$ cat src/rtl/spsd_defs.svh
`ifndef SPSD_DEFS_SVH
`define SPSD_DEFS_SVH

// direct address space split
`define SPSD_SPACE_BASE     8'h80
`define SPSD_SPACE_BIT      7

// page select register
`define SPSD_PAGE_ADDR      8'hBF
`define SPSD_PAGE_RESET     8'h00
`define SPSD_PAGE_0         8'h00
`define SPSD_PAGE_F         8'h0F

// bit-addressable locations have a low nibble of 0x0 or 0x8
`define SPSD_BIT_MASK       8'h07
`define SPSD_BIT_MATCH      8'h00

// locations that hold a different register on each page
`define SPSD_PS_CLKMUL      8'hB9
`define SPSD_PS_ITCF        8'hE4
`define SPSD_PS_T34_LO      8'h91
`define SPSD_PS_T34_HI      8'h95
`define SPSD_PS_SMB_LO      8'hC0
`define SPSD_PS_SMB_HI      8'hC2
`define SPSD_PS_T25_CN      8'hC8
`define SPSD_PS_T25_LO      8'hCA
`define SPSD_PS_T25_HI      8'hCF

// unoccupied locations in the special register space
`define SPSD_RSV_0          8'h96
`define SPSD_RSV_1          8'h97
`define SPSD_RSV_2          8'hAB
`define SPSD_RSV_3          8'hAD
`define SPSD_RSV_4          8'hD7

`endif

$ cat src/rtl/spsd_pkg.sv
`include "spsd_defs.svh"

package spsd_pkg;

    // class of a direct-addressed location under the current page
    typedef enum logic [2:0] {
        SPSD_CL_MEM,
        SPSD_CL_PAGEREG,
        SPSD_CL_SHARED,
        SPSD_CL_PAGE0,
        SPSD_CL_PAGEF,
        SPSD_CL_NONE
    } spsd_class_t;

    // one access from the core
    typedef struct packed {
        logic       rd;
        logic       wr;
        logic       bit_op;
        logic [2:0] bit_idx;
        logic [7:0] addr;
        logic [7:0] wdata;
    } spsd_req_t;

    // access forwarded to the special registers
    typedef struct packed {
        logic       sel;
        logic       page_f;
        logic       rd;
        logic       wr;
        logic       bit_op;
        logic [2:0] bit_idx;
        logic [7:0] addr;
        logic [7:0] wdata;
    } spsd_tgt_t;

    // access forwarded to ordinary data memory
    typedef struct packed {
        logic       sel;
        logic       rd;
        logic       wr;
        logic [7:0] addr;
        logic [7:0] wdata;
    } spsd_mem_t;

    function automatic logic spsd_is_special(input logic [7:0] a);
        return a[`SPSD_SPACE_BIT];
    endfunction

    function automatic logic spsd_is_bit_addr(input logic [7:0] a);
        return (a & `SPSD_BIT_MASK) == `SPSD_BIT_MATCH;
    endfunction

    function automatic logic spsd_is_page_specific(input logic [7:0] a);
        return (a == `SPSD_PS_CLKMUL) || (a == `SPSD_PS_ITCF) || (a == `SPSD_PS_T25_CN)
            || ((a >= `SPSD_PS_T34_LO) && (a <= `SPSD_PS_T34_HI))
            || ((a >= `SPSD_PS_SMB_LO) && (a <= `SPSD_PS_SMB_HI))
            || ((a >= `SPSD_PS_T25_LO) && (a <= `SPSD_PS_T25_HI));
    endfunction

    function automatic logic spsd_is_reserved(input logic [7:0] a);
        return (a == `SPSD_RSV_0) || (a == `SPSD_RSV_1) || (a == `SPSD_RSV_2)
            || (a == `SPSD_RSV_3) || (a == `SPSD_RSV_4);
    endfunction

endpackage

$ cat src/rtl/spsd_decode.sv
`timescale 1ns/10ps

`include "spsd_defs.svh"

module spsd_decode
    import spsd_pkg::*;
(
    input  wire logic [7:0]  addr,    // direct address of the access
    input  wire logic [7:0]  page,    // current page select value
    input  wire logic        bit_op,  // single-bit access
    output spsd_class_t      cls,     // where the access lands
    output logic             bit_bad  // bit access on a byte-only location
);

    // classify the location; page-specific slots follow the page value
    always_comb begin
        bit_bad = 1'b0;
        if (!spsd_is_special(addr)) begin
            cls = SPSD_CL_MEM;
        end else if (addr == `SPSD_PAGE_ADDR) begin
            cls = SPSD_CL_PAGEREG;
        end else if (spsd_is_reserved(addr)) begin
            cls = SPSD_CL_NONE;
        end else if (spsd_is_page_specific(addr)) begin
            if (page == `SPSD_PAGE_F) begin
                cls = SPSD_CL_PAGEF;
            end else if (page == `SPSD_PAGE_0) begin
                cls = SPSD_CL_PAGE0;
            end else begin
                cls = SPSD_CL_NONE;
            end
        end else begin
            cls = SPSD_CL_SHARED;
        end
        // bit access only exists for special locations ending in 0x0 or 0x8
        if (bit_op && spsd_is_special(addr) && !spsd_is_bit_addr(addr)) begin
            bit_bad = 1'b1;
        end
    end

endmodule

$ cat src/rtl/spsd_top.sv
`timescale 1ns/10ps

`include "spsd_defs.svh"

// Contract
// - an 8-bit read/write page select register clears to zero on reset and picks the page.
// - writing the page select register replaces the page for all later accesses.
// - reading the page select register returns the full current page byte.
// - the page select register answers at 0xBF whatever the current page is.
// - special locations ending in 0x0 or 0x8 also take bit accesses; all others take bytes only.
// - a register not tied to one page is mapped the same on page 0 and page F.
// - only pages 0x0 and 0xF exist within the eight-bit page number.
// - direct accesses to 0x80 through 0xFF go to the special registers, not data memory.

module spsd_top
    import spsd_pkg::*;
(
    input  wire logic        clk_sys,   // system clock, 10 MHz
    input  wire logic        arst_n,    // asynchronous reset, active low
    input  wire spsd_req_t   req,       // direct access from the core
    output spsd_tgt_t        tgt,       // forwarded special register access
    output spsd_mem_t        mem,       // forwarded data memory access
    output logic [7:0]       page,      // page select register
    output logic [7:0]       rd_data,   // read data of the page register
    output logic             rd_valid,  // rd_data holds a fresh answer
    output logic             acc_err    // refused access, one-cycle pulse
);

    ////////////////////////////////////////////////////////////////////////
    // reset release

    logic        rst_meta;
    logic        rst_n;

    // assert at once, release two edges later so no flop sees a ragged edge
    always_ff @(posedge clk_sys or negedge arst_n) begin
        if (!arst_n) begin
            rst_meta <= 1'b0;
            rst_n    <= 1'b0;
        end else begin
            rst_meta <= 1'b1;
            rst_n    <= rst_meta;
        end
    end

    ////////////////////////////////////////////////////////////////////////
    // decode

    spsd_class_t cls;
    logic        bit_bad;
    logic        req_any;
    logic        page_wr;
    logic        page_rd;

    spsd_decode u_decode (
        .addr    (req.addr),
        .page    (page),
        .bit_op  (req.bit_op),
        .cls     (cls),
        .bit_bad (bit_bad)
    );

    // a write wins if the core ever raises both strobes together
    assign req_any = req.rd | req.wr;
    assign page_wr = req.wr && !bit_bad && (cls == SPSD_CL_PAGEREG);
    assign page_rd = req.rd && !req.wr && !bit_bad && (cls == SPSD_CL_PAGEREG);

    ////////////////////////////////////////////////////////////////////////
    // page select register

    // decode uses the old page this cycle; the new one steers the next access
    always_ff @(posedge clk_sys or negedge rst_n) begin
        if (!rst_n) begin
            page <= `SPSD_PAGE_RESET;
        end else if (page_wr) begin
            page <= req.wdata;
        end
    end

    // read answer of the page register, a full byte
    always_ff @(posedge clk_sys or negedge rst_n) begin
        if (!rst_n) begin
            rd_data  <= `SPSD_PAGE_RESET;
            rd_valid <= 1'b0;
        end else begin
            rd_valid <= page_rd;
            if (page_rd) begin
                rd_data <= page;
            end
        end
    end

    ////////////////////////////////////////////////////////////////////////
    // special register forwarding

    // the page bit only matters for page-specific slots; shared slots see zero
    always_ff @(posedge clk_sys or negedge rst_n) begin
        if (!rst_n) begin
            tgt <= '0;
        end else begin
            tgt.sel     <= 1'b0;
            tgt.page_f  <= 1'b0;
            tgt.rd      <= 1'b0;
            tgt.wr      <= 1'b0;
            tgt.bit_op  <= 1'b0;
            tgt.bit_idx <= req.bit_idx;
            tgt.addr    <= req.addr;
            tgt.wdata   <= req.wdata;
            if (req_any && !bit_bad) begin
                if (cls == SPSD_CL_SHARED || cls == SPSD_CL_PAGE0
                        || cls == SPSD_CL_PAGEF) begin
                    tgt.sel    <= 1'b1;
                    tgt.page_f <= (cls == SPSD_CL_PAGEF);
                    tgt.rd     <= req.rd && !req.wr;
                    tgt.wr     <= req.wr;
                    tgt.bit_op <= req.bit_op;
                end
            end
        end
    end

    ////////////////////////////////////////////////////////////////////////
    // data memory forwarding

    // only the lower half of the direct space is ordinary memory
    always_ff @(posedge clk_sys or negedge rst_n) begin
        if (!rst_n) begin
            mem <= '0;
        end else begin
            mem.sel   <= req_any && (cls == SPSD_CL_MEM);
            mem.rd    <= req.rd && !req.wr && (cls == SPSD_CL_MEM);
            mem.wr    <= req.wr && (cls == SPSD_CL_MEM);
            mem.addr  <= req.addr;
            mem.wdata <= req.wdata;
        end
    end

    ////////////////////////////////////////////////////////////////////////
    // refused accesses

    // flagged only as a debug aid; software must not lean on these slots anyway
    always_ff @(posedge clk_sys or negedge rst_n) begin
        if (!rst_n) begin
            acc_err <= 1'b0;
        end else begin
            acc_err <= req_any && (bit_bad || cls == SPSD_CL_NONE);
        end
    end

    ////////////////////////////////////////////////////////////////////////
    // checks

    a_page_write_takes: assert property (
        @(posedge clk_sys) disable iff (!rst_n)
        (req.wr && !req.bit_op && req.addr == `SPSD_PAGE_ADDR)
            |=> (page == $past(req.wdata)) && !tgt.sel
    ) else $error("page write did not take the written byte");

    a_page_read_back: assert property (
        @(posedge clk_sys) disable iff (!rst_n)
        (req.rd && !req.wr && !req.bit_op && req.addr == `SPSD_PAGE_ADDR)
            |=> rd_valid && (rd_data == $past(page))
    ) else $error("page read did not return the current page");

    a_page_any_page: assert property (
        @(posedge clk_sys) disable iff (!rst_n)
        (req.wr && !req.bit_op && req.addr == `SPSD_PAGE_ADDR && page != `SPSD_PAGE_0
            && page != `SPSD_PAGE_F) |=> (page == $past(req.wdata))
    ) else $error("page register unreachable from an odd page");

    a_page_held_still: assert property (
        @(posedge clk_sys) disable iff (!rst_n)
        !(req.wr && req.addr == `SPSD_PAGE_ADDR) |=> $stable(page)
    ) else $error("page changed without a write");

    a_bit_op_refused: assert property (
        @(posedge clk_sys) disable iff (!rst_n)
        (req_any && req.bit_op && req.addr[7] && req.addr[2:0] != 3'h0)
            |=> acc_err && !tgt.sel && !mem.sel
    ) else $error("bit access on a byte-only location was not refused");

    a_bit_op_passed: assert property (
        @(posedge clk_sys) disable iff (!rst_n)
        (req.wr && req.bit_op && req.addr == 8'h88) |=> tgt.sel && tgt.bit_op && tgt.wr
    ) else $error("bit access on a bit location was dropped");

    a_shared_same_map: assert property (
        @(posedge clk_sys) disable iff (!rst_n)
        (req.rd && !req.wr && !req.bit_op && req.addr == 8'hE0)
            |=> tgt.sel && !tgt.page_f && tgt.rd && tgt.addr == 8'hE0
    ) else $error("shared location did not map identically");

    a_page_f_route: assert property (
        @(posedge clk_sys) disable iff (!rst_n)
        (req_any && !req.bit_op && req.addr == 8'hC1 && page == `SPSD_PAGE_F)
            |=> tgt.sel && tgt.page_f
    ) else $error("page F slot not routed to page F");

    a_page_0_route: assert property (
        @(posedge clk_sys) disable iff (!rst_n)
        (req_any && !req.bit_op && req.addr == 8'hC1 && page == `SPSD_PAGE_0)
            |=> tgt.sel && !tgt.page_f
    ) else $error("page 0 slot not routed to page 0");

    a_odd_page_none: assert property (
        @(posedge clk_sys) disable iff (!rst_n)
        (req_any && !req.bit_op && req.addr == 8'h91 && page != `SPSD_PAGE_0
            && page != `SPSD_PAGE_F) |=> !tgt.sel && acc_err
    ) else $error("unimplemented page reached a page-specific slot");

    a_low_to_mem: assert property (
        @(posedge clk_sys) disable iff (!rst_n)
        (req_any && !req.addr[7]) |=> mem.sel && !tgt.sel && !acc_err
    ) else $error("lower direct address not sent to memory");

    a_high_not_mem: assert property (
        @(posedge clk_sys) disable iff (!rst_n)
        (req_any && req.addr[7]) |=> !mem.sel
    ) else $error("upper direct address leaked to memory");

endmodule

$ cat config.mk
export PLATFORM = sky130hd
export DESIGN_NAME = spsd_top
export DESIGN_NICKNAME = d
export VERILOG_FILES = /design/src/rtl/spsd_pkg.sv /design/src/rtl/spsd_decode.sv /design/src/rtl/spsd_top.sv
export VERILOG_INCLUDE_DIRS = /design/src /design/src/rtl
export SDC_FILE = /design/constraint.sdc
export NUM_CORES = 1
export LEC_CHECK = 0
export ABC_AREA = 1
export BUFFER_PORTS_ARGS = -buffer_cell sky130_fd_sc_hd__buf_4
export CORE_UTILIZATION = 38
export CTS_BUF_LIST = sky130_fd_sc_hd__clkbuf_16
export CTS_CLUSTER_DIAMETER = 60
export DETAILED_ROUTE_END_ITERATION = 10
export GPL_TIMING_DRIVEN = 0
export PLACE_DENSITY = 0.72
export SYNTH_ARGS = -nofsm -noshare
export SYNTH_HDL_FRONTEND = slang
export SYNTH_SLANG_ARGS = --single-unit
$ cat constraint.sdc
create_clock -name clk_sys -period 1.67 [get_ports clk_sys]
set_input_delay 0.334 -clock clk_sys [delete_from_list [all_inputs] [get_ports clk_sys]]
set_output_delay 0.334 -clock clk_sys [all_outputs]
set_load 0.005 [all_outputs]
* Word-level counts from Yosys, hierarchy flattened
Index checks and enable logic that the tools add are counted.
** Cells by class
- Bitwise operators :: 1
- Equality and inequality tests :: 15
- Reductions and logical operators :: 33
- Mux-type cells :: 9
- $lt $le $gt $ge :: 6
** Operators with widths (count)
- $eq 8x8->1 const B :: 9
- $ge 8x8->1 const B :: 3
- $le 8x8->1 const B :: 3
- $mux 3 :: 6
- $logic_not 8->1 :: 2
- $logic_and 1x1->1 :: 15
- $logic_or 1x1->1 :: 12
- $mux 5 :: 2
- $eq 8x4->1 const B :: 1
- $eq 3x2->1 const B :: 2
- $eq 3x3->1 const B :: 2
- $eq 3x1->1 const B :: 1
- $logic_not 1->1 :: 3
- $logic_not 3->1 :: 1
- $mux 1 :: 1
- $or 1x1->1 :: 1
** Storage, ports and cells
- Logic and storage cells :: 81
- Bits of input ports :: 24
- Register bits :: 47

* Logic depth before layout (Yosys ltp)
Gate-level depths: netlist (run 1).
- Depth after elaboration :: 15
- Gate-level depth with buffers :: 12
- Gate-level depth less buffers :: 12

* Modules after synthesis
Synthesis (run 1) repeated with hierarchy kept, for this count alone.
** Second synthesis, totals
- Cell total of the unflattened synthesis :: 220
- Area total of the unflattened synthesis :: 2069.5 um^2
** By module, submodules not included
- spsd_top :: times used 1, seq. area each 1176.1 um^2, cells each 145, area an instance 1730.4 um^2
- spsd_decode :: times used 1, seq. area each 0.0 um^2, cells each 75, area an instance 339.1 um^2

* Worst setup path after synthesis (run 1)
OpenSTA, ideal clock, no wires.
- Kind :: input port to flip-flop
- From :: input req[11] in the netlist's numbering
- To :: register rd_data[6]
- Library setup time :: 0.125 ns
- Cell stages on the path :: 7
- Arrival time :: 1.424 ns
- Slack :: 0.121 ns
- Path buffers :: 2
- Data required time :: 1.545 ns
- Cell sequence :: buf_2 -> nand2_1 -> nor3_4 -> inv_2 -> nor2_4 -> buf_8 -> mux2_4
** Between the ends
- Word-level cells in the longest chain between the ends :: 12
- Elaborated cells between the ends (all ways) :: 33
** RTL lines
- start: declaration :: line spsd_top.sv:20 : input wire spsd_req_t req,
- parallel branches: the longest is 8 deep, another holds $ge 8x8->1
- $mux 3 (*) :: line spsd_decode.sv:20 : end else if (addr == `SPSD_PAGE_ADDR) begin
- $mux 3 (*) :: line spsd_decode.sv:18 : if (!spsd_is_special(addr)) begin
- $eq 3x1->1 (*) :: line spsd_top.sv:66 : assign page_rd = req.rd && !req.wr && !bit_bad && (cls == SPSD_CL_PAGEREG);
- $logic_and 1x1->1 (*) :: line spsd_top.sv:66
- named net page_rd :: line spsd_top.sv:53 : logic page_rd;
- end signal: assignment :: line spsd_top.sv:83 : rd_data <= `SPSD_PAGE_RESET;
- end signal: assignment :: line spsd_top.sv:88 : rd_data <= page;
- end: declaration :: line spsd_top.sv:24 : output logic [7:0] rd_data,
Mark *: on every way through the listed nets, which the timed path passes.
A chain may end at the register's enable or synchronous reset.

* Worst setup path in the final report (run 1)
- From :: input req[8] in the netlist's numbering
- To :: register rd_data[6]
** Between the ends
- Word-level cells in the longest chain between the ends :: 12
- Elaborated cells between the ends (all ways) :: 39
** RTL lines (line)
- parallel branches: the longest is 11 deep, another holds $ge 8x8->1
- $logic_and 1x1->1 (*) :: spsd_top.sv:66
- named net page_rd :: spsd_top.sv:53
Marks and branches as above.

==> results by group, run 1 <==
Status
  – Status: finished, final reports clean

Timing
  – Final Hold Slack: around 0.16 ns
  – Minimum clock period: 1.51 ns
  – Max Clock Skew: 0.00833 ns
  – FMAX: 0.661 GHz
  – RSZ-0062 raised after global routing: no
  – Final Slew Violations: 0
  – Setup ws final: around 0.16 ns
  – Final Setup Violations: 0
  – Fin crit share: 90.6%
  – Final hold vios: 0

Critical path
  – CP Max Fanout: 10
  – CP Launch Type: input port
  – CP Data Arrival Time: between 1.5 and 2 ns
  – Worst endpoint required time: 1.83 ns
  – Worst setup EP type: register
  – Kind of critical path: in2reg

GRT
  – Largest net degree at the start of global routing: 30
  – Gr usage total: 15.4%
  – Vias in the first global route: around 1,400
  – Global-route wire length before repair: 6250 um
  – Initial antenna violation count: 0
  – Overflow after GRT: 0

Power
  – Clock share of power: 37.5%
  – Cell-internal power: 1.92 mW
  – Switch share: 22.3%
  – Power consumption: roughly 2.5 mW
  – NetSw: 0.550 mW
  – Flop pwr share: 49.7%
  – Peak supply drop: 0.000383 V
  – Static leakage: 1.50 nW
  – Comb pwr share: 12.7%
  – P per Cell Area: 874 mW/mm^2

Synthesis
  – Distinct cells, synth: 25
  – FFs w/ async S/R, synth: 100%
  – Post-synthesis compound-gate area fraction: 3.83%
  – Syn Area/Cell: roughly 11 um^2
  – Synthesized instance count: 182
  – Synth warn: 0
  – Simple-gate share of the synthesized area: 18.7%
  – Post-Synth Adder-Cell Area: 0%
  – Ranking of synthesized cells by area: dfrtp_1 (61%), nand2_1 (6.6%), buf_4 (6.2%)
  – Mux cell area share after synthesis: 5.26%
  – Post-synth EDFFs: 0
  – Primary FF master, synth: dfrtp_1
  – Part of the Yosys area used for sequential elements: 61.0%
  – Synthesized area: 0.00193 mm^2
  – XOR/XNOR Fraction of Synth Area: 0%
  – Syn Nets: just over 200
  – Top cell type's share of synthesized area: between 60% and 70%
  – #FFs+latches synth: 47
  – Largest family of logic cells by synthesized area: simple AND/OR/NAND/NOR gates
  – Post-synth top area cell: dfrtp_1

Floorplanning
  – Top Ports: 85
  – Initial core utilization: roughly 40%
  – Site row count: 25
  – Die area: around 0.0054 mm^2
  – Core area: 0.00479 mm^2
  – Die height: 73.2 um
  – Chip Width: 73.2 um

Drt
  – Drt via density: 4.34
  – Wire length per cell: 11.2 um
  – Post-Route WL: 3840 um
  – Total vias in the final route: around 1,500
  – Router iterations before antenna repair: 4
  – Post-DRT Antenna Nets: 0
  – DR DRC count: 0
  – 1st-iter DRT viols: 45

Flow run
  – Maxcap violations: 0

Final layout
  – Commonest cells after routing, fill and taps aside: buf_4 (100), dfrtp_1 (46), nand2_1 (34)
  – Synthesis-to-finish area growth: 46.4%
  – Fraction of layout cells with a size suffix above 1: a little under half
  – Design Area, Final: 0.00282 mm^2
  – ANT cells: 0
  – Final Instance Count excl. Fillers: between 300 and 400
  – Net count reported at finish: 299
  – Commonest non-fill, non-tap cell in the layout: buf_4

CTS
  – CTS tree: done
  – CTS Buffer Depth: 2
  – Setup Buffers After CTS: 0
  – Clock transition at the registers of the reported paths: 0.06 ns
  – # H-tree levels: 2
  – Clock Tree Root: clkbuf_16
  – CTS buffer count: 5
  – Latest clock arrival within the worst-skew pair: roughly 0.28 ns
  – Total clock sinks: 47

Placement
  – IO Port Bufs: 84
  – Pre-CTS setup slack: -0.133 ns
  – Gpl congestion: 0.831
  – Post-DP HPWL: around 3100 um
  – Placed inst area: ~0.0027 mm^2
  – Cells after DPL: roughly 330

Worst hold path
  – Hold Crit Class: in2reg
area by class of cell:
cell class / instances / area, um^2
buffer: 19 / 151
clock buffer: 5 / 125
clock inverter: 3 / 16.3
fill: 430 / 1970
inverter: 16 / 60.1
multi-input combinational: 100 / 546
sequential: 47 / 1180
tap: 67 / 83.8
timing repair buffer: 86 / 661
cell usage after synthesis (2+ instances only):
| library cell | instances |
|---|---|
| a21oi_1 | 7 |
| dfrtp_1 | 47 |
| nor2_4 | 3 |
| nand2_1 | 34 |
| nor2_1 | 24 |
| inv_1 | 13 |
| mux2_2 | 5 |
| o21ai_0 | 5 |
| inv_2 | 3 |
| nand2_2 | 2 |
| nand4_1 | 2 |
| mux2_4 | 3 |
| buf_4 | 16 |
| nand3_1 | 5 |
| nor4_1 | 3 |
routing by layer:
metal  vias up  GRT usage, %  part of all wire [%]
li1        749             -                     -
met1       680          18.4                    41
met2        55          27.2                    51
met3         4          3.73                   6.6
met4         0          5.23                  0.44
met5         -             0                     0
power by group through the flow:
stage	Sequential, mW	Clock (mW)	Combinational (mW)
after floorplan	1.26	0	0.110
after global placement	1.26	0	0.292
after detailed placement	1.25	0	0.316
after CTS	1.23	0.952	0.319
after global routing	1.23	0.997	0.352
final	1.23	0.925	0.314
cell families after synthesis:
group	Yosys count
compound gates	14
buf+inv	35
flops	47
mux	8
other cells	1
simple gates	77
worst paths after layout:
check | cells past startpoint | startpoint | end | slack, ns
setup / recovery | 10 | req[8] | rd_data[6] | 0.16
hold / removal | 1 | req[17] | tgt[17] | 0.16
setup reg to reg | 7 | page[5] | tgt[21] | 0.25
hold reg to reg | 0 | rst_n | tgt[17] | 0.18
max in group asynchronous | 1 | rst_n | mem[4] | 1.02
min in group asynchronous | 0 | rst_n | tgt[17] | 0.18
flip-flops by register name, indices dropped and copies added (netlist names):
name and flops:
rd_valid 1, rst_n 1, acc_err 1, tgt 8, rst_meta 1, mem 19, rd_data 8, page 8
stage by stage:
stage | TNS [ns] | util [%]
6_report | 0 | 58.9
5_1_grt | 0 | 58.9
4_1_cts | 0 | 58.8
3_5_place_dp | -0.459 | 55.6
3_3_place_gp | -9.41 | 55.2
2_1_floorplan | 0 | -
worst max-delay path, stage by stage:
cell	delay, ns
buf_4	0.13
inv_1	0.09
nand2_1	0.07
nor2_1	0.13
nor2_1	0.05
nand2_1	0.13
nand3_2	0.12
nor2_4	0.18
buf_8	0.15
mux2_4	0.29
timing repair:
item,in CTS,in global routing
gates resized for setup,0,1
hold buffers,1,0
hold endpoints to repair,2,0
endpoints found under the setup margin,0,1
(Power assumes the default switching activity.)
==> run 2: changes to the inputs <==
--- a/config.mk
+++ b/config.mk
@@ -8,12 +8,14 @@
 export LEC_CHECK = 0
 export ABC_AREA = 1
 export BUFFER_PORTS_ARGS = -buffer_cell sky130_fd_sc_hd__buf_4
-export CORE_UTILIZATION = 38
+export CELL_PAD_IN_SITES_DETAIL_PLACEMENT = 2
+export CELL_PAD_IN_SITES_GLOBAL_PLACEMENT = 2
+export CORE_UTILIZATION = 27
 export CTS_BUF_LIST = sky130_fd_sc_hd__clkbuf_16
 export CTS_CLUSTER_DIAMETER = 60
 export DETAILED_ROUTE_END_ITERATION = 10
 export GPL_TIMING_DRIVEN = 0
-export PLACE_DENSITY = 0.72
+export PLACE_DENSITY = 0.83
 export SYNTH_ARGS = -nofsm -noshare
 export SYNTH_HDL_FRONTEND = slang
 export SYNTH_SLANG_ARGS = --single-unit
==> results by group, run 2 (synthesized netlist as in run 1, its figures left out) <==
CTS
  – Setup Buffers After CTS: 0 (unchanged)
  – CTS Buffer Depth: 2 (unchanged)
  – Latest clock arrival within the worst-skew pair: 0.28 ns (about the same)
  – Total clock sinks: 47 (unchanged)
  – # H-tree levels: 2 (unchanged)
  – Clock transition at the registers of the reported paths: 0.06 ns (about the same)
  – CTS tree: done
  – Clock Tree Root: clkbuf_16
  – CTS buffer count: 5 (unchanged)

Floorplanning
  – Die area: 0.00748 mm^2 (+40%)
  – Initial core utilization: 28.2% (-12 points)
  – Chip Width: 86.5 um (+18%)
  – Die height: 86.5 um (+18%)
  – Core area: 0.00683 mm^2 (+43%)
  – Site row count: 30 (+20%)
  – Top Ports: 85 (unchanged)

Drt
  – Total vias in the final route: 1,552 (+4.3%)
  – Post-DRT Antenna Nets: 0 (unchanged)
  – Drt via density: 4.17 (-3.8%)
  – Wire length per cell: 14.2 um (+27%)
  – 1st-iter DRT viols: 25 (-44%)
  – Router iterations before antenna repair: 4 (unchanged)
  – Post-Route WL: 5270 um (+37%)
  – DR DRC count: 0 (unchanged)

Placement
  – Gpl congestion: 0.794 (-4.5%)
  – Placed inst area: 0.00270 mm^2 (+1.4%)
  – Post-DP HPWL: 4210 um (+36%)
  – IO Port Bufs: 84 (unchanged)

Timing
  – RSZ-0062 raised after global routing: no
  – Minimum clock period: 1.52 ns (+0.0109 ns)
  – Final hold vios: 0 (unchanged)
  – FMAX: 0.656 GHz (-0.71%)
  – Max Clock Skew: 0.00678 ns (-0.00154 ns)
  – Fin crit share: 91.2% (+0.65 points)
  – Final Setup Violations: 0 (unchanged)
  – Final Slew Violations: 0 (unchanged)

Power
  – Switch share: 22.5% (+0.23 points)
  – Cell-internal power: 2.08 mW (+8.5%)
  – Comb pwr share: 12.3% (-0.4 points)
  – NetSw: 0.605 mW (+9.9%)
  – Clock share of power: 41.9% (+4.4 points)
  – Peak supply drop: 0.000479 V (+25%)
  – P per Cell Area: 927 mW/mm^2 (+6.1%)
  – Static leakage: 1.51 nW (+0.85%)
  – Flop pwr share: 45.9% (-3.8 points)

Worst hold path
  – Hold Crit Class: in2reg
  – Hold path cells: 1 (unchanged)

Final layout
  – Net count reported at finish: 299 (unchanged)
  – Max reg flops: 19 (unchanged)
  – Commonest cells after routing, fill and taps aside: buf_4 (100), dfrtp_1 (46), nand2_1 (33)
  – Layout filler cell count: 742 (+73%)
  – Design Area, Final: 0.00289 mm^2 (+2.6%)
  – Commonest non-fill, non-tap cell in the layout: buf_4
  – Fraction of layout cells with a size suffix above 1: 48.9% (+1.1 points)
  – End-of-flow core utilization: 42.4% (-17 points)
  – Biggest register: mem
  – Synthesis-to-finish area growth: 50.2%
  – ANT cells: 0 (unchanged)

Critical path
  – Kind of critical path: in2reg
  – CP Launch Type: input port
  – Worst setup EP type: register
  – Worst R2R Path Depth: 8 (+1)
  – Worst endpoint required time: 1.84 ns (about the same)
  – CP Data Arrival Time: 1.69 ns (+0.02 ns)
  – CP Max Fanout: 10 (unchanged)

GRT
  – Gr usage total: 15.0% (-0.41 points)
  – Initial antenna violation count: 0 (unchanged)
  – Global-route wire length before repair: 8560 um (+37%)
  – Overflow after GRT: 0 (unchanged)
  – Largest net degree at the start of global routing: 28 (-6.7%)
  – Vias in the first global route: 1,682 (+20%)

Flow run
  – Maxcap violations: 0 (unchanged)

Status
  – Status: finished, final reports clean
-- run 2: what timing repair did --
action,in CTS,in global routing
resized for setup,0,4
hold buffers,1,0
hold endpoints to repair,2,0
endpoints found under the setup margin,0,4
-- run 2: stage by stage --
stage	TNS [ns]	cells	hold slack, ns	worst slack [ns]	power (mW)
4_1_cts	0	372	0.150	0.0982	2.73
5_1_grt	0	372	0.145	0.0541	2.82
3_3_place_gp	-13.16	362	0.117	-0.282	1.56
2_1_floorplan	0	182	0.0384	0.121	1.37
3_5_place_dp	-1.26	363	0.119	-0.197	1.58
6_report	0	372	0.158	0.146	2.68
-- run 2: cell type report --
cell class / count / area [um^2] / area share (%)
Clock inverter: 3 / 42.5 / 1.47
Sequential cell: 47 / 1180 / 40.7
Multi-Input combinational cell: 100 / 557 / 19.2
Buffer: 19 / 151 / 5.23
Tap cell: 96 / 120 / 4.15
Clock buffer: 5 / 125 / 4.32
Timing Repair Buffer: 86 / 661 / 22.8
Inverter: 16 / 60.1 / 2.08
-- run 2: power groups by stage --
stage	Clock, mW	Combinational (mW)	Sequential, mW
CTS	1.16	0.334	1.23
global placement	0	0.297	1.26
detailed placement	0	0.331	1.25
floorplan	0	0.110	1.26
global route	1.21	0.365	1.24
finish	1.12	0.330	1.23
-- run 2: path summary, 6_finish.rpt --
kind | startpoint | endpoint | slack [ns]
max | req[8] | rd_data[6] | 0.15
min | req[18] | tgt[18] | 0.16
max reg2reg | page[0] | tgt[20] | 0.25
min reg2reg | rst_n | tgt[18] | 0.21
max in group asynchronous | rst_n | mem[9] | 0.96
min in group asynchronous | rst_n | tgt[18] | 0.21
-- run 2: critical path, cell delays in order --
cell     delay (ns)
buf_4          0.13
inv_1          0.09
nand2_1        0.09
nor2_2         0.12
nor2_1         0.07
nand2_2        0.09
nand3_2        0.11
nor2_4         0.20
buf_8          0.15
mux2_4         0.29
-- run 2: metal layers --
metal,vias up,track usage (%),wire [um]
met1,764,17.9,2160
li1,741,-,-
met2,45,26.9,2820
met3,2,3.24,241
met5,-,0,0
met4,0,5.00,45
==> run 3: changes to the inputs <==
--- a/config.mk
+++ b/config.mk
@@ -6,16 +6,16 @@
 export SDC_FILE = /design/constraint.sdc
 export NUM_CORES = 1
 export LEC_CHECK = 0
-export ABC_AREA = 1
+export ABC_AREA = 0
 export BUFFER_PORTS_ARGS = -buffer_cell sky130_fd_sc_hd__buf_4
 export CELL_PAD_IN_SITES_DETAIL_PLACEMENT = 2
 export CELL_PAD_IN_SITES_GLOBAL_PLACEMENT = 2
-export CORE_UTILIZATION = 27
+export CORE_UTILIZATION = 28
 export CTS_BUF_LIST = sky130_fd_sc_hd__clkbuf_16
 export CTS_CLUSTER_DIAMETER = 60
 export DETAILED_ROUTE_END_ITERATION = 10
 export GPL_TIMING_DRIVEN = 0
-export PLACE_DENSITY = 0.83
+export PLACE_DENSITY = 0.82
 export SYNTH_ARGS = -nofsm -noshare
 export SYNTH_HDL_FRONTEND = slang
 export SYNTH_SLANG_ARGS = --single-unit
==> results by group, run 3 <==
CTS
  – Clock transition at the registers of the reported paths: 0.06 ns (about the same)
  – CTS buffer count: 5 (unchanged)
  – Clock Tree Root: clkbuf_16
  – CTS tree: done
  – Total clock sinks: 47 (unchanged)
  – # H-tree levels: 2 (unchanged)
  – CTS Buffer Depth: 2 (unchanged)
  – Latest clock arrival within the worst-skew pair: 0.28 ns (about the same)

Drt
  – 1st-iter DRT viols: 48 (+92%)
  – Drt via density: 4.66 (+12%)
  – Post-Route WL: 5140 um (-2.6%)
  – Total vias in the final route: 1,392 (-10%)
  – Post-DRT Antenna Nets: 0 (unchanged)
  – Router iterations before antenna repair: 4 (unchanged)
  – DR DRC count: 0 (unchanged)
  – Wire length per cell: 17.2 um (+21%)

Timing
  – Fin crit share: 96.1% (+4.9 points)
  – Final Hold Slack: 0.152 ns (-0.00589 ns)
  – Final Setup Violations: 0 (unchanged)
  – Minimum clock period: 1.60 ns (+0.0810 ns)
  – Final Slew Violations: 0 (unchanged)
  – Worst-Margin Slew: 0.639 ns
  – Setup ws final: 0.0654 ns (-0.0810 ns)
  – Final hold vios: 0 (unchanged)
  – FMAX: 0.623 GHz (-5.0%)
  – Max Clock Skew: 0.00245 ns (-0.00434 ns)
  – Max-slew headroom: a little under three fifths

Worst hold path
  – Hold Crit Class: in2reg
  – HP Start: req[16]
  – Hold path cells: 1 (unchanged)
  – Worst Hold End: tgt[16]

Final layout
  – Biggest register: mem
  – Fraction of layout cells with a size suffix above 1: 61.6% (+13 points)
  – Max reg flops: 19 (unchanged)
  – Design Area, Final: 0.00282 mm^2 (-2.4%)
  – Synthesis-to-finish area growth: 56.1%
  – Final Instance Count excl. Fillers: 299 (-20%)
  – Commonest non-fill, non-tap cell in the layout: buf_4
  – Net count reported at finish: 247 (-17%)
  – End-of-flow core utilization: 46.6% (+4.2 points)
  – Commonest cells after routing, fill and taps aside: buf_4 (102), dfrtp_1 (46), mux2_2 (16)
  – ANT cells: 0 (unchanged)

Synthesis
  – FFs w/ async S/R, synth: 100% (unchanged)
  – Primary FF master, synth: dfrtp_1
  – Post-synth EDFFs: 0 (unchanged)
  – Ranking of synthesized cells by area: dfrtp_1 (65%), mux2_2 (10%), buf_4 (6.6%)
  – Synth warn: 0 (unchanged)
  – Distinct cells, synth: 30 (+20%)
  – Synthesized instance count: 129 (-29%)
  – Synthesized area: 0.00181 mm^2 (-6.1%)
  – Top cells by count, synth: dfrtp_1 (47), buf_4 (16), mux2_2 (16)
  – Syn Area/Cell: 14.0 um^2 (+32%)
  – Most common cell in the synthesized netlist: dfrtp_1
  – Part of the Yosys area used for sequential elements: 65.0% (+4.0 points)
  – Post-synth top area cell: dfrtp_1
  – #FFs+latches synth: 47 (unchanged)
  – Syn Nets: 153 (-26%)
  – Top cell type's share of synthesized area: 65.0% (+4.0 points)

Floorplanning
  – Top Ports: 85 (unchanged)
  – Initial core utilization: 29.9% (+1.6 points)
  – Site row count: 28 (-6.7%)
  – Core area: 0.00606 mm^2 (-11%)
  – Die height: 82.4 um (-4.7%)
  – Die area: 0.00679 mm^2 (-9.2%)
  – Chip Width: 82.4 um (-4.7%)

Power
  – Static leakage: 1.45 nW (-4.3%)
  – Peak supply drop: 0.000425 V (-11%)
  – P per Cell Area: 978 mW/mm^2 (+5.4%)

Status
  – Status: finished, final reports clean

GRT
  – Largest net degree at the start of global routing: 24 (-14%)
  – Global-route wire length before repair: 7680 um (-10%)
  – Initial antenna violation count: 0 (unchanged)
  – Overflow after GRT: 0 (unchanged)
  – Vias in the first global route: 1,463 (-13%)
  – Gr usage total: 15.8% (+0.78 points)

Critical path
  – Worst r2r src: page[5]
  – Reg2reg setup slack: 0.21 ns (-0.04 ns)
  – Worst setup EP type: register
  – Kind of critical path: in2reg
  – Reg-to-reg endpoint: tgt[20]
  – Worst endpoint required time: 1.85 ns (about the same)
  – CP Launch Type: input port
  – CP Max Fanout: 10 (unchanged)
  – Worst R2R Path Depth: 4 (-4)
  – CP Data Arrival Time: 1.78 ns (+0.09 ns)

Placement
  – IO Port Bufs: 84 (unchanged)
  – Post-DP HPWL: 3800 um (-9.7%)
  – Pre-CTS setup slack: -0.395 ns (-0.198 ns)
  – Placed inst area: 0.00257 mm^2 (-4.8%)
  – Cells after DPL: 289 (-20%)
  – Gpl congestion: 0.706 (-11%)

Flow run
  – Maxcap violations: 0 (unchanged)
## run 3: cell types whose count changed after synthesis, moves of 4 or more
cell	before	now
nor3_1	0	4
mux2_2	5	16
nor2_1	24	4
inv_1	13	2
a21oi_1	7	0
nand2_1	34	6
## run 3: metrics by stage
| stage | power, mW | TNS [ns] |
|---|---|---|
| after floorplan | 1.32 | -0.00926 |
| after global placement | 1.49 | -15.93 |
| after detailed placement | 1.51 | -6.70 |
| after CTS | 2.79 | 0 |
| after global routing | 2.87 | -0.0234 |
| final | 2.76 | 0 |
## run 3: logic make-up (layout without fill, tap and decap cells)
group / count (synthesis) / count (layout) / share of synthesized area [%]
AO/OA/AOI/OAI: 9 / 9 / 3.87
XOR/XNOR: 1 / 1 / 0.484
buffers and inverters: 20 / 115 / 7.95
flip-flops: 47 / 47 / 65.0
multiplexers: 16 / 16 / 9.96
other: 1 / 1 / 0.207
AND/OR/NAND/NOR: 35 / 35 / 12.5
## run 3: what timing repair did
action / 4_1_cts / 5_1_grt
hold endpoints to repair: 2 / 0
pin swaps: 1 / 5
endpoints found under the setup margin: 9 / 12
resized for setup: 1 / 6
setup buffers: 2 / 1
hold buffers: 1 / 0
## run 3: worst max path at each step
stage,startpoint,endpoint
finish,req[10],tgt[22]
global route,req[10],tgt[19]
CTS,req[9],tgt[20]
detailed placement,req[14],rd_data[3]
global placement,req[14],rd_data[7]
floorplan,req[10],tgt[19]
## run 3: power by group
part | leakage (nW) | internal, mW | switching [mW] | total [mW]
Sequential | 0.599 | 1.18 | 0.0350 | 1.22
Combinational | 0.753 | 0.167 | 0.114 | 0.281
Clock | 0.0952 | 0.852 | 0.412 | 1.26
## run 3: worst max-delay path: stages
cell      delay (ns)
buf_4           0.16
or3_4           0.38
and3_4          0.19
a311oi_4        0.30
inv_1           0.11
nor4_1          0.31
## run 3: layer usage
layer | vias up | track usage [%] | share of wire (%)
met2 | 55 | 29.0 | 53
li1 | 624 | - | -
met1 | 704 | 17.9 | 39
met4 | 0 | 4.56 | 1.5
met3 | 9 | 4.18 | 6.4
met5 | - | 0 | 0
## run 3: cell type report
type,instances,area [um^2]
buffer,16,120
clock buffer,5,125
clock inverter,3,63.8
fill,632,3240
inverter,2,7.51
multi-input combinational,62,533
sequential,47,1180
tap,75,93.8
timing repair buffer,89,703
